$ cat src/hdl/qmc_pkg.sv
package qmc_pkg;

	// ==========================================================
	// Register map (byte addresses)
	localparam logic [7:0]  ADDR_CTRL   = 8'h00;
	localparam logic [7:0]  ADDR_CONFIG = 8'h04;
	localparam logic [7:0]  ADDR_LOAD   = 8'h08;
	localparam logic [7:0]  ADDR_END    = 8'h0C;
	localparam logic [7:0]  ADDR_COUNT  = 8'h10;
	localparam logic [7:0]  ADDR_STATUS = 8'h14;
	localparam logic [7:0]  ADDR_MASK   = 8'h18;

	// ==========================================================
	// Field positions
	localparam int CTRL_GATE_BIT  = 0;
	localparam int CTRL_CLR_BIT   = 1;
	localparam int CFG_FUNC_LSB   = 0;
	localparam int CFG_FUNC_MSB   = 5;
	localparam int CFG_GATE_BIT   = 15;
	localparam int STS_OVF_BIT    = 0;
	localparam int STS_UNF_BIT    = 1;
	localparam int STS_GATE_BIT   = 2;

	// ==========================================================
	// Counter function codes
	localparam logic [5:0]  FCT_ENDLESS  = 6'h00;
	localparam logic [5:0]  FCT_ONCE_FWD = 6'h01;
	localparam logic [5:0]  FCT_ONCE_BWD = 6'h02;
	localparam logic [5:0]  FCT_ONCE_NON = 6'h04;
	localparam logic [5:0]  FCT_PER_FWD  = 6'h08;
	localparam logic [5:0]  FCT_PER_BWD  = 6'h10;
	localparam logic [5:0]  FCT_PER_NON  = 6'h20;

	// ==========================================================
	// Count range and reset values
	localparam logic signed [31:0] CNT_MIN   = 32'sh80000000;
	localparam logic signed [31:0] CNT_MAX   = 32'sh7FFFFFFF;
	localparam logic signed [31:0] CNT_ONE   = 32'sh00000001;
	localparam logic signed [31:0] LOAD_RST  = 32'sh00000000;
	localparam logic signed [31:0] END_RST   = 32'sh00000000;
	localparam logic [1:0]         RESP_OKAY = 2'h0;
	localparam logic [1:0]         RESP_SLVERR = 2'h2;

	typedef enum logic [2:0] {
		QMC_ENDLESS, QMC_ONCE_FWD, QMC_ONCE_BWD, QMC_ONCE_NON,
		QMC_PER_FWD, QMC_PER_BWD, QMC_PER_NON
	} qmc_mode_e;

	typedef struct packed {
		logic       gate_interrupt;
		logic [5:0] count_function_select;
	} qmc_cfg_s;

	typedef struct packed {
		logic underflow_flag;
		logic overflow_flag;
	} qmc_flags_s;

endpackage
$ cat src/hdl/qmc_counter.sv
// What this block does
// - No main direction uses the full signed 32-bit range down to minus two^31.
// - Endless mode starts at load value; up pulse at top wraps to bottom.
// - Endless mode: down pulse at bottom wraps to top and continues.
// - Wraps set sticky overflow or underflow flags; enabled flags raise interrupt.
// - Abort option: gate close then reopen reloads the load value.
// - Interrupt option: gate close then reopen resumes from the held value.
// - Once, no direction: wrap to opposite bound, close gate, set flag.
// - Once forward: up pulse at end minus one loads load value, closes gate.
// - Once backward: down pulse at end plus one loads load value, closes gate.
// - After directional once stop, gate rising edge restarts from load value.
// - Forward direction may count down past the lower bound.
// - Backward direction may count up past the upper bound.
// - Periodic, no direction: wrap at bounds and keep the gate open.
// - Periodic forward: up pulse at end minus one reloads, gate stays open.
// - Periodic backward: down pulse at end plus one reloads, gate stays open.
// - Six-bit function field, zero endless, one-hot once and periodic variants.
// - Gate option bit: zero aborts, one interrupts.
//
// Local design decisions: the AXI4-Lite interface to the registers and the address map.
module qmc_counter
	import qmc_pkg::*;
(
	input  wire logic        aclk,
	input  wire logic        aresetn,
	input  wire logic        ce,
	input  wire logic        count_pulse,
	input  wire logic        count_up,
	input  wire logic [7:0]  s_axi_awaddr,
	input  wire logic        s_axi_awvalid,
	output logic             s_axi_awready,
	input  wire logic [31:0] s_axi_wdata,
	input  wire logic [3:0]  s_axi_wstrb,
	input  wire logic        s_axi_wvalid,
	output logic             s_axi_wready,
	output logic [1:0]       s_axi_bresp,
	output logic             s_axi_bvalid,
	input  wire logic        s_axi_bready,
	input  wire logic [7:0]  s_axi_araddr,
	input  wire logic        s_axi_arvalid,
	output logic             s_axi_arready,
	output logic [31:0]      s_axi_rdata,
	output logic [1:0]       s_axi_rresp,
	output logic             s_axi_rvalid,
	input  wire logic        s_axi_rready,
	output logic             irq,
	output logic             gate_open,
	output logic [31:0]      count_value
);

	// ==========================================================
	// Helpers
	function automatic logic [31:0] apply_strb(input logic [31:0] old_v,
		input logic [31:0] new_v, input logic [3:0] strb);
		logic [31:0] r;
		r = old_v;
		for (int i = 0; i < 4; i++) begin
			if (strb[i]) begin
				r[i*8 +: 8] = new_v[i*8 +: 8];
			end
		end
		return r;
	endfunction

	function automatic qmc_mode_e decode_mode(input logic [5:0] f);
		case (f)
			FCT_ONCE_FWD: return QMC_ONCE_FWD;
			FCT_ONCE_BWD: return QMC_ONCE_BWD;
			FCT_ONCE_NON: return QMC_ONCE_NON;
			FCT_PER_FWD:  return QMC_PER_FWD;
			FCT_PER_BWD:  return QMC_PER_BWD;
			FCT_PER_NON:  return QMC_PER_NON;
			// Unknown codes fall back to endless counting
			default:      return QMC_ENDLESS;
		endcase
	endfunction

	// ==========================================================
	// State
	logic               aw_held;
	logic               w_held;
	logic [7:0]         aw_addr;
	logic [31:0]        w_data;
	logic [3:0]         w_strb;
	logic               wr_fire;
	logic               software_gate;
	logic               software_gate_d;
	logic               clear_status_request;
	qmc_cfg_s           cfg;
	logic signed [31:0] load_value;
	logic signed [31:0] end_value;
	logic signed [31:0] count;
	logic               gate;
	logic               started;
	logic               reload_pending;
	qmc_flags_s         flags;
	qmc_flags_s         mask;
	qmc_mode_e          mode;
	logic               dir_fwd;
	logic               dir_bwd;
	logic               is_once;
	logic               gate_rise;
	logic               gate_fall;
	logic signed [31:0] next_count;
	logic               next_gate;
	logic               next_reload;
	logic               set_ovf;
	logic               set_unf;

	assign mode      = decode_mode(cfg.count_function_select);
	assign dir_fwd   = (mode == QMC_ONCE_FWD) || (mode == QMC_PER_FWD);
	assign dir_bwd   = (mode == QMC_ONCE_BWD) || (mode == QMC_PER_BWD);
	assign is_once   = (mode == QMC_ONCE_FWD) || (mode == QMC_ONCE_BWD) ||
		(mode == QMC_ONCE_NON);
	assign gate_rise = software_gate && !software_gate_d;
	assign gate_fall = !software_gate && software_gate_d;

	// ==========================================================
	// AXI4-Lite write channel
	// Ready held low while frozen so no beat is lost with ce low
	assign s_axi_awready = ce && !aw_held && !s_axi_bvalid;
	assign s_axi_wready  = ce && !w_held && !s_axi_bvalid;
	assign wr_fire       = aw_held && w_held && !s_axi_bvalid;

	always_ff @(posedge aclk) begin
		if (!aresetn) begin
			aw_held      <= 1'b0;
			w_held       <= 1'b0;
			aw_addr      <= 8'h00;
			w_data       <= 32'h00000000;
			w_strb       <= 4'h0;
			s_axi_bvalid <= 1'b0;
			s_axi_bresp  <= RESP_OKAY;
		end else if (ce) begin
			if (s_axi_awvalid && s_axi_awready) begin
				aw_held <= 1'b1;
				aw_addr <= s_axi_awaddr;
			end
			if (s_axi_wvalid && s_axi_wready) begin
				w_held <= 1'b1;
				w_data <= s_axi_wdata;
				w_strb <= s_axi_wstrb;
			end
			if (wr_fire) begin
				aw_held      <= 1'b0;
				w_held       <= 1'b0;
				s_axi_bvalid <= 1'b1;
				case (aw_addr)
					ADDR_CTRL, ADDR_CONFIG, ADDR_LOAD, ADDR_END,
					ADDR_STATUS, ADDR_MASK: s_axi_bresp <= RESP_OKAY;
					default:                s_axi_bresp <= RESP_SLVERR;
				endcase
			end else if (s_axi_bvalid && s_axi_bready) begin
				s_axi_bvalid <= 1'b0;
			end
		end
	end

	// ==========================================================
	// AXI4-Lite read channel
	assign s_axi_arready = ce && !s_axi_rvalid;

	always_ff @(posedge aclk) begin
		if (!aresetn) begin
			s_axi_rvalid <= 1'b0;
			s_axi_rdata  <= 32'h00000000;
			s_axi_rresp  <= RESP_OKAY;
		end else if (ce) begin
			if (s_axi_arvalid && s_axi_arready) begin
				s_axi_rvalid <= 1'b1;
				s_axi_rresp  <= RESP_OKAY;
				case (s_axi_araddr)
					ADDR_CTRL:   s_axi_rdata <= 32'(software_gate);
					ADDR_CONFIG: s_axi_rdata <= {16'h0000, cfg.gate_interrupt, 9'h000,
						cfg.count_function_select};
					ADDR_LOAD:   s_axi_rdata <= load_value;
					ADDR_END:    s_axi_rdata <= end_value;
					ADDR_COUNT:  s_axi_rdata <= count;
					ADDR_STATUS: s_axi_rdata <= {29'h00000000, gate, flags};
					ADDR_MASK:   s_axi_rdata <= {30'h00000000, mask};
					default: begin
						s_axi_rdata <= 32'h00000000;
						s_axi_rresp <= RESP_SLVERR;
					end
				endcase
			end else if (s_axi_rvalid && s_axi_rready) begin
				s_axi_rvalid <= 1'b0;
			end
		end
	end

	// ==========================================================
	// Software registers
	always_ff @(posedge aclk) begin
		if (!aresetn) begin
			software_gate        <= 1'b0;
			software_gate_d            <= 1'b0;
			clear_status_request <= 1'b0;
			cfg                  <= '0;
			load_value           <= LOAD_RST;
			end_value            <= END_RST;
			mask                 <= '0;
		end else if (ce) begin
			software_gate_d            <= software_gate;
			clear_status_request <= 1'b0;
			if (wr_fire && w_strb[0] && aw_addr == ADDR_CTRL) begin
				software_gate        <= w_data[CTRL_GATE_BIT];
				clear_status_request <= w_data[CTRL_CLR_BIT];
			end
			if (wr_fire && aw_addr == ADDR_CONFIG) begin
				if (w_strb[0]) begin
					cfg.count_function_select <= w_data[CFG_FUNC_MSB:CFG_FUNC_LSB];
				end
				if (w_strb[1]) begin
					cfg.gate_interrupt <= w_data[CFG_GATE_BIT];
				end
			end
			if (wr_fire && aw_addr == ADDR_LOAD) begin
				load_value <= apply_strb(load_value, w_data, w_strb);
			end
			if (wr_fire && aw_addr == ADDR_END) begin
				end_value <= apply_strb(end_value, w_data, w_strb);
			end
			if (wr_fire && w_strb[0] && aw_addr == ADDR_MASK) begin
				mask <= w_data[STS_UNF_BIT:STS_OVF_BIT];
			end
		end
	end

	// ==========================================================
	// Counting core
	always_comb begin
		next_count  = count;
		next_gate   = gate;
		next_reload = reload_pending;
		set_ovf     = 1'b0;
		set_unf     = 1'b0;
		if (gate_rise) begin
			// Gate edge wins over a pulse in the same cycle
			next_gate   = 1'b1;
			next_reload = 1'b0;
			if (!cfg.gate_interrupt || !started || reload_pending) begin
				next_count = load_value;
			end
		end else if (gate_fall) begin
			next_gate = 1'b0;
		end else if (gate && count_pulse) begin
			if (count_up) begin
				if (dir_fwd && count == end_value - CNT_ONE) begin
					next_count = load_value;
					if (is_once) begin
						next_gate   = 1'b0;
						next_reload = 1'b1;
					end
				end else if (count == CNT_MAX) begin
					// Backward direction also wraps here
					next_count = CNT_MIN;
					set_ovf    = 1'b1;
					if (mode == QMC_ONCE_NON) begin
						next_gate = 1'b0;
					end
				end else begin
					next_count = count + CNT_ONE;
				end
			end else begin
				if (dir_bwd && count == end_value + CNT_ONE) begin
					next_count = load_value;
					if (is_once) begin
						next_gate   = 1'b0;
						next_reload = 1'b1;
					end
				end else if (count == CNT_MIN) begin
					next_count = CNT_MAX;
					set_unf    = 1'b1;
					if (mode == QMC_ONCE_NON) begin
						next_gate = 1'b0;
					end
				end else begin
					next_count = count - CNT_ONE;
				end
			end
		end
	end

	always_ff @(posedge aclk) begin
		if (!aresetn) begin
			count          <= LOAD_RST;
			gate           <= 1'b0;
			started        <= 1'b0;
			reload_pending <= 1'b0;
		end else if (ce) begin
			count          <= next_count;
			gate           <= next_gate;
			reload_pending <= next_reload;
			if (gate_rise) begin
				started <= 1'b1;
			end
		end
	end

	// ==========================================================
	// Status flags and interrupt; a new event beats a clear
	always_ff @(posedge aclk) begin
		if (!aresetn) begin
			flags <= '0;
		end else if (ce) begin
			if (set_ovf) begin
				flags.overflow_flag <= 1'b1;
			end else if (clear_status_request ||
				(wr_fire && w_strb[0] && aw_addr == ADDR_STATUS &&
				w_data[STS_OVF_BIT])) begin
				flags.overflow_flag <= 1'b0;
			end
			if (set_unf) begin
				flags.underflow_flag <= 1'b1;
			end else if (clear_status_request ||
				(wr_fire && w_strb[0] && aw_addr == ADDR_STATUS &&
				w_data[STS_UNF_BIT])) begin
				flags.underflow_flag <= 1'b0;
			end
		end
	end

	assign irq         = |(flags & mask);
	assign gate_open   = gate;
	assign count_value = count;

	// ==========================================================
	// Checks
	chk_wrap_up_ovf: assert property (@(posedge aclk) disable iff (!aresetn)
		ce && gate && !gate_rise && !gate_fall && count_pulse && count_up &&
		mode == QMC_ENDLESS && count == CNT_MAX |=> count == CNT_MIN && flags.overflow_flag)
		else $error("upward wrap failed");
	chk_wrap_down_unf: assert property (@(posedge aclk) disable iff (!aresetn)
		ce && gate && !gate_rise && !gate_fall && count_pulse && !count_up &&
		(mode == QMC_ENDLESS || mode == QMC_PER_NON) && count == CNT_MIN
		|=> count == CNT_MAX && gate &&
		flags.underflow_flag)
		else $error("downward wrap failed");
	chk_irq_masked: assert property (@(posedge aclk) disable iff (!aresetn)
		irq == ((flags.overflow_flag && mask.overflow_flag) ||
		(flags.underflow_flag && mask.underflow_flag)))
		else $error("interrupt does not follow flags");
	chk_irq_event: assert property (@(posedge aclk) disable iff (!aresetn)
		ce && set_ovf |=> flags.overflow_flag && (irq || !mask.overflow_flag))
		else $error("overflow event did not raise flag or interrupt");
	chk_abort_reload: assert property (@(posedge aclk) disable iff (!aresetn)
		ce && gate_rise && !cfg.gate_interrupt |=> count == $past(load_value) && gate)
		else $error("abort reopen did not reload");
	chk_interrupt_hold: assert property (@(posedge aclk) disable iff (!aresetn)
		ce && gate_rise && cfg.gate_interrupt && started && !reload_pending
		|=> $stable(count) && gate)
		else $error("interrupt reopen lost value");
	chk_once_stop: assert property (@(posedge aclk) disable iff (!aresetn)
		ce && gate && !gate_rise && !gate_fall && count_pulse && count_up &&
		mode == QMC_ONCE_NON && count == CNT_MAX |=> !gate ##1 (!ce || $stable(count)))
		else $error("once mode did not stop");
	chk_fwd_end: assert property (@(posedge aclk) disable iff (!aresetn)
		ce && gate && !gate_rise && !gate_fall && count_pulse && count_up &&
		mode == QMC_ONCE_FWD && count == end_value - CNT_ONE
		|=> count == $past(load_value) && !gate && reload_pending)
		else $error("forward end not handled");
	chk_bwd_end: assert property (@(posedge aclk) disable iff (!aresetn)
		ce && gate && !gate_rise && !gate_fall && count_pulse && !count_up &&
		mode == QMC_ONCE_BWD && count == end_value + CNT_ONE
		|=> count == $past(load_value) && !gate)
		else $error("backward end not handled");
	chk_per_fwd: assert property (@(posedge aclk) disable iff (!aresetn)
		ce && gate && !gate_rise && !gate_fall && count_pulse && count_up &&
		mode == QMC_PER_FWD && count == end_value - CNT_ONE
		|=> count == $past(load_value) && gate)
		else $error("periodic forward reload failed");
	chk_gate_hold: assert property (@(posedge aclk) disable iff (!aresetn)
		ce && !gate && !gate_rise |=> $stable(count))
		else $error("count moved with gate closed");
	chk_step_one: assert property (@(posedge aclk) disable iff (!aresetn)
		ce && gate && !gate_rise && !gate_fall && count_pulse && count_up &&
		mode == QMC_ENDLESS && count != CNT_MAX |=> count == $past(count) + CNT_ONE)
		else $error("count step wrong");

endmodule

$ cat config.mk
export PLATFORM = sky130hd
export DESIGN_NAME = qmc_counter
export DESIGN_NICKNAME = d
export VERILOG_FILES = /design/src/hdl/qmc_pkg.sv /design/src/hdl/qmc_counter.sv
export SDC_FILE = /design/constraint.sdc
export NUM_CORES = 1
export LEC_CHECK = 0
export BUFFER_PORTS_ARGS = -buffer_cell sky130_fd_sc_hd__buf_2
export CAP_MARGIN = 15
export CORE_MARGIN = 2
export CORE_UTILIZATION = 64
export DETAILED_ROUTE_END_ITERATION = 12
export PLACE_DENSITY = 0.86
export SYNTH_ARGS = -nofsm -noshare
export SYNTH_HDL_FRONTEND = slang
export SYNTH_SLANG_ARGS = --single-unit
$ cat constraint.sdc
create_clock -name aclk -period 9.8 [get_ports aclk]
set_input_delay 0.49 -clock aclk [delete_from_list [all_inputs] [get_ports aclk]]
set_output_delay 0.49 -clock aclk [all_outputs]
set_load 0.05 [all_outputs]
Yosys cells after proc, flatten, opt, wreduce, memory -nomap -nowiden

Cells that the tools add are included.

Add/subtract/negate cells: 4
Multipliers: 0
Divide/modulo/power cells: 0
Magnitude comparators: 0
Equal/unequal tests: 30
Shift-type cells: 0
Mux-type cells: 55
Bitwise logic cells: 1
Reductions and logical operators: 83

Operators by type and width:

| operator              | number |
|---|---|
| $mux 32               | 9 |
| $pmux 32 s7           | 1 |
| $add 32x2->32 const B | 2 |
| $eq 32x32->1          | 2 |
| $eq 32x32->1 const B  | 2 |
| $sub 32x2->32 const B | 2 |
| $mux 1                | 42 |
| $eq 8x5->1 const B    | 5 |
| $eq 8x4->1 const B    | 4 |
| $reduce_and 3->1      | 10 |
| $logic_and 1x1->1     | 26 |
| $reduce_and 2->1      | 13 |
| $pmux 3 s6            | 1 |
| $eq 8x3->1 const B    | 2 |
| $logic_not 8->1       | 2 |
| $reduce_bool 2->1     | 7 |
| $logic_not 1->1       | 8 |
| $logic_or 1x1->1      | 8 |
| $reduce_and 4->1      | 2 |
| $reduce_or 7->1       | 1 |
| $eq 3x2->1 const B    | 2 |
| $eq 3x3->1 const B    | 2 |
| $eq 6x1->1 const B    | 1 |
| $eq 6x2->1 const B    | 1 |
| other kinds (16)      | 18 |

Register bits: 197
Bits in latches: 0
RAM bits: 0
Memory bits (read-only): 0
Output and inout port bits: 75
Memories: 0

Logic depth before layout (Yosys ltp)

Word-level depth: 12
Depth in mapped cells: 16
Depth with buffers taken out: 12

Worst setup path after synthesis

Ideal clock, no wire load.

Kind: register to register
Start point: register end_value[0]
End point: register count[15], in the netlist count_value[15]
Data arrival time: 3.554 ns
Data required time: 9.676 ns
Path slack: 6.122 ns
Cell stages (with the launch flop): 17
Path buffers: 4
Clock period less this slack: 3.678 ns
Cells stage by stage: dfxtp_1 -> clkbuf_1 -> inv_1 -> ha_1 -> or4b_1 -> clkbuf_1 -> or4_4 -> or4_1 -> a211o_1 -> nand2_2 -> inv_2 -> o21ai_2 -> buf_6 -> buf_4 -> o32ai_1 -> a221oi_1 -> a21oi_1

Cells in the longest elaborated chain, start to end: 8
Elaborated cells between the ends (all ways): 12
Classes of those cells: add/sub: 2; eq/ne: 2; mux: 6; reduce/logical: 2

Ends and longest elaborated chain:

| what                                           | line                                   | RTL |
|---|---|---|
| start: declaration                             | qmc_counter.sv:91                      | `logic signed [31:0] end_value;` |
| start signal: assignment                       | qmc_counter.sv:222                     | `end_value <= apply_strb(end_value, w_data, w_strb);` |
| $add 32x2->32 or $sub 32x2->32 (tied branches) | qmc_counter.sv:266, qmc_counter.sv:249 |  |
| $eq 32x32->1, on equally long branches         | qmc_counter.sv:266, qmc_counter.sv:249 |  |
| $logic_and 1x1->1, on equally long branches    | qmc_counter.sv:266, qmc_counter.sv:249 |  |
| $mux 32, on equally long branches              | qmc_counter.sv:266, qmc_counter.sv:249 |  |
| $mux 32 *                                      | qmc_counter.sv:248                     | `if (count_up) begin` |
| $mux 32 *                                      | qmc_counter.sv:247                     | `end else if (gate && count_pulse) begin` |
| $mux 32 *                                      | qmc_counter.sv:245                     | `end else if (gate_fall) begin` |
| $mux 32 *                                      | qmc_counter.sv:238                     | `if (gate_rise) begin` |
| end signal: assignment                         | qmc_counter.sv:292                     | `count <= next_count;` |
| end: declaration                               | qmc_counter.sv:92                      | `logic signed [31:0] count;` |

Every way passes the cells marked *; elsewhere a longest branch is shown, timed or not. The select of a mux whose other input is x is not followed.
A chain may end at the register's enable or synchronous reset.

Final worst setup path

Start point: register end_value[0]
End point: register gate, in the netlist gate_open

Cells in the longest elaborated chain, start to end: 8
Elaborated cells between the ends (all ways): 15
Classes of those cells: add/sub: 2; eq/ne: 3; mux: 6; reduce/logical: 4

Ends and longest elaborated chain:

| what                                           | line                                   | RTL |
|---|---|---|
| $add 32x2->32 or $sub 32x2->32 (tied branches) | qmc_counter.sv:266, qmc_counter.sv:249 |  |
| $eq 32x32->1, on equally long branches         | qmc_counter.sv:266, qmc_counter.sv:249 |  |
| $logic_and 1x1->1, on equally long branches    | qmc_counter.sv:266, qmc_counter.sv:249 |  |
| $mux 1, on equally long branches               | qmc_counter.sv:266, qmc_counter.sv:249 |  |
| $mux 1                                         | qmc_counter.sv:248                     |  |
| $mux 1                                         | qmc_counter.sv:247                     |  |
| $mux 1                                         | qmc_counter.sv:245                     |  |
| $mux 1                                         | qmc_counter.sv:238                     |  |
| end signal: assignment                         | qmc_counter.sv:293                     | `gate <= next_gate;` |
| end: declaration                               | qmc_counter.sv:93                      | `logic gate;` |

Several ways; a longest one is shown, not always the timed one. The select of a mux whose other input is x is not followed.

==> impl_metrics.tcl <==
set metrics [dict create \
    portBuffers 134 \
    finalHoldViolCount 0 \
    cp-start-kind "register" \
    clock_skew_ns 0.01767 \
    leakage_nw 5.250 \
    maxCapViolations 0 \
    final_common_cell "nor2_1" \
    wl_per_cell_um 24.22 \
    postCtsHoldBufs 0 \
    dieHeight_um 141.5 \
    synthCells 1594 \
    power.total_mw 1.674 \
    grt_overflow 0 \
    multi_input_area_mm2 0.007500 \
    ant_nets 0 \
    postCtsSetupBuffers 0 \
    fin_ws_ns 5.147 \
    worst_pin_slew_ns 1.194 \
    syn_avg_cell_area_um2 7.594 \
    yosysSeqAreaShare_pct 32.25 \
    htree_levels 4 \
    cts_buffer_depth 2 \
    maxSlewHeadroom_pct 20.23 \
    drive_gt1_share_pct 13.64 \
    ys_types 88 \
    die_area_mm2 0.02003 \
    startpoint "end_value[0]" \
    clkTransAtPathRegs_ns 0.09 \
    cts_sinks 195 \
    drt_first_pass_iters 10 \
    cts_tree "done" \
    antenna_found_initial 1 \
    end_kind "register" \
    crit_arrival_ns 5.01 \
    dp_hpwl_um 32180 \
    finalCriticalPeriod_ns 4.653 \
    ys_warn_count 0 \
    core_area_mm2 0.01864 \
    worstPathMaxFanout 22 \
    grt_start_max_net_pins 109 \
    max_freq_mhz 214.9 \
    async_flop_share_pct 0 \
    drc 0 \
    rsz0062_at_grt "false" \
    place.gp.congestion 1.035 \
    status "finished clean" \
    syn_to_final_growth_pct 9.592 \
    diodes 0 \
    globalRouteTotalUtil_pct 44.34 \
    place_worst_setup_slack_ns 5.291 \
    initial_core_util_pct 64.93 \
    cellPowerDensity_mw_per_mm2 126.1 \
    cts_buffers 17 \
    finalSetupTns_ns 0 \
    drtIter0Drc 1999 \
    setup_viol 0 \
    synth_edf_count 0 \
    std_cell_rows 50 \
    io_pins 137 \
    r2r_slack_ns 5.15 \
    viasPerCell 7.060 \
    r2r-start "end_value[0]" \
    holdCritStartpoint "s_axi_wdata[6]" \
    chipWidth_um 141.5 \
    grt_pass1_wl_um 68430 \
    layout_common_cells "nor2_1 (214), dfxtp_1 (195), nand2_1 (172)" \
    cts.root.buffer_cell "clkbuf_16" \
    ys_ff_latch 195 \
    grt_pass1_vias 11710 \
    totalWireLength_um 45270 \
    netlist_area_mm2 0.01211 \
    hold_path_class "input pin to register" \
    route.vias.total 13200 \
    crit_type "register to register" \
    post-route-period-util_pct 47.48 \
    ir_worst_vdd_v 0.0001594 \
    slew_violations 0 \
    ff_latch_area_mm2 0.003904 \
    ys.flop_type "dfxtp_1" \
    nNetsFinal 1691 \
    fill_cells 1477 \
    worst_skew_pair.late_latency_ns 0.46 \
    cp_data_required_time_ns 10.15 \
    cts_resized 0 \
]
==> flip-flops by register name, indices dropped and copies added, names as in the netlist, 2 cells and up <==
register / flops
end_value: 32
mask: 2
count_value: 32
aw_addr: 8
s_axi_rdata: 32
w_strb: 4
w_data: 32
cfg: 7
load_value: 32
flags: 2
==> worst paths after layout <==
check | cells past startpoint | end
worst min register to register | 2 | aw_addr[7]
worst min-delay path | 3 | w_data[6]
worst max-delay path | 12 | gate_open
worst max register to register | 12 | gate_open
==> cells by family (layout without fill, tap and decap cells) <==
logic type	after synthesis	count (layout)	share of synthesized area, %
xor gates and xnor gates	84	84	6.077
adders and majority gates	7	7	0.7235
AOI/OAI and AO/OA	376	376	20.46
other	1	2	0.03098
muxes	85	85	7.059
buffers and inverters	171	211	5.933
and+or+nand+nor	675	675	27.47
DFF	195	195	32.25
==> power by group <==
part           total (mW)  switching (mW)  leakage (nW)  internal, mW
logic              0.0958          0.0678          3.37        0.0280
clock network       0.766           0.389         0.305         0.377
registers           0.812         0.00992          1.58         0.802
total                1.67           0.466          5.25          1.21
==> layer usage <==
| metal | vias up | part of all wire (%) | track usage [%] | wire length [um] |
|---|---|---|---|---|
| met2 | 1000 | 43 | 66.15 | 19450 |
| met4 | 0 | 3.7 | 15.47 | 1669 |
| met3 | 157 | 13 | 10.39 | 6050 |
| met1 | 6209 | 40 | 62.88 | 18110 |
| li1 | 5829 | - | - | - |
| met5 | - | 0 | 0 | 0 |
==> worst max-delay path, stage by stage (launching register included) <==
cell and delay (ns):
dfxtp_1 0.42, inv_1 0.13, ha_1 0.25, or4b_1 0.60, or4_4 0.52, or4_1 0.49, a211o_1 0.32, nand2_2 0.13
inv_2 0.05, o21ai_2 0.76, o21ai_1 0.37, a221o_1 0.40, mux2i_1 0.12
==> layout make-up <==
class | instances | share of cell area, %
Clock buffer | 17 | 3.207
Clock inverter | 15 | 1.632
Timing Repair Buffer | 157 | 6.357
Multi-Input combinational cell | 1229 | 56.53
Tap cell | 234 | 2.207
Sequential cell | 195 | 29.43
Inverter | 22 | 0.6413
==> metrics by stage <==
step                      area, um^2  util [%]  hold WS [ns]  instances
after floorplan                12110         -        0.4366       1595
after global placement         12620     67.72        0.4494       1837
after detailed placement       12620     67.72        0.4611       1837
after CTS                      13270     71.16        0.2604       1869
after global routing           13270     71.16        0.2626       1869
final                          13270     71.16        0.2611       1869
==> cells in the mapped netlist, types with 8 or more instances <==
master	number	area [um^2]
a21oi_1	149	745.7
a221oi_1	14	122.6
a222oi_1	25	250.2
a22oi_1	14	105.1
a31oi_1	20	125.1
a32oi_1	9	78.83
and2_1	12	75.07
and3_1	19	118.9
and4_1	10	87.58
buf_2	15	75.07
clkbuf_1	120	450.4
dfxtp_1	195	3904
inv_1	21	78.83
mux2i_1	82	820.8
nand2_1	172	645.6
nand3_1	43	215.2
nand3b_1	8	60.06
nand4_1	27	168.9
nor2_1	215	807.0
nor3_1	52	260.3
nor4_1	20	125.1
o2111ai_1	8	70.07
o21ai_0	54	270.3
o22ai_1	9	56.30
or2_2	9	56.30
or3_1	19	118.9
or4_1	24	180.2
xnor2_1	55	481.7
xor2_1	29	254.0
Note: power is estimated with default switching activity, not from simulation.
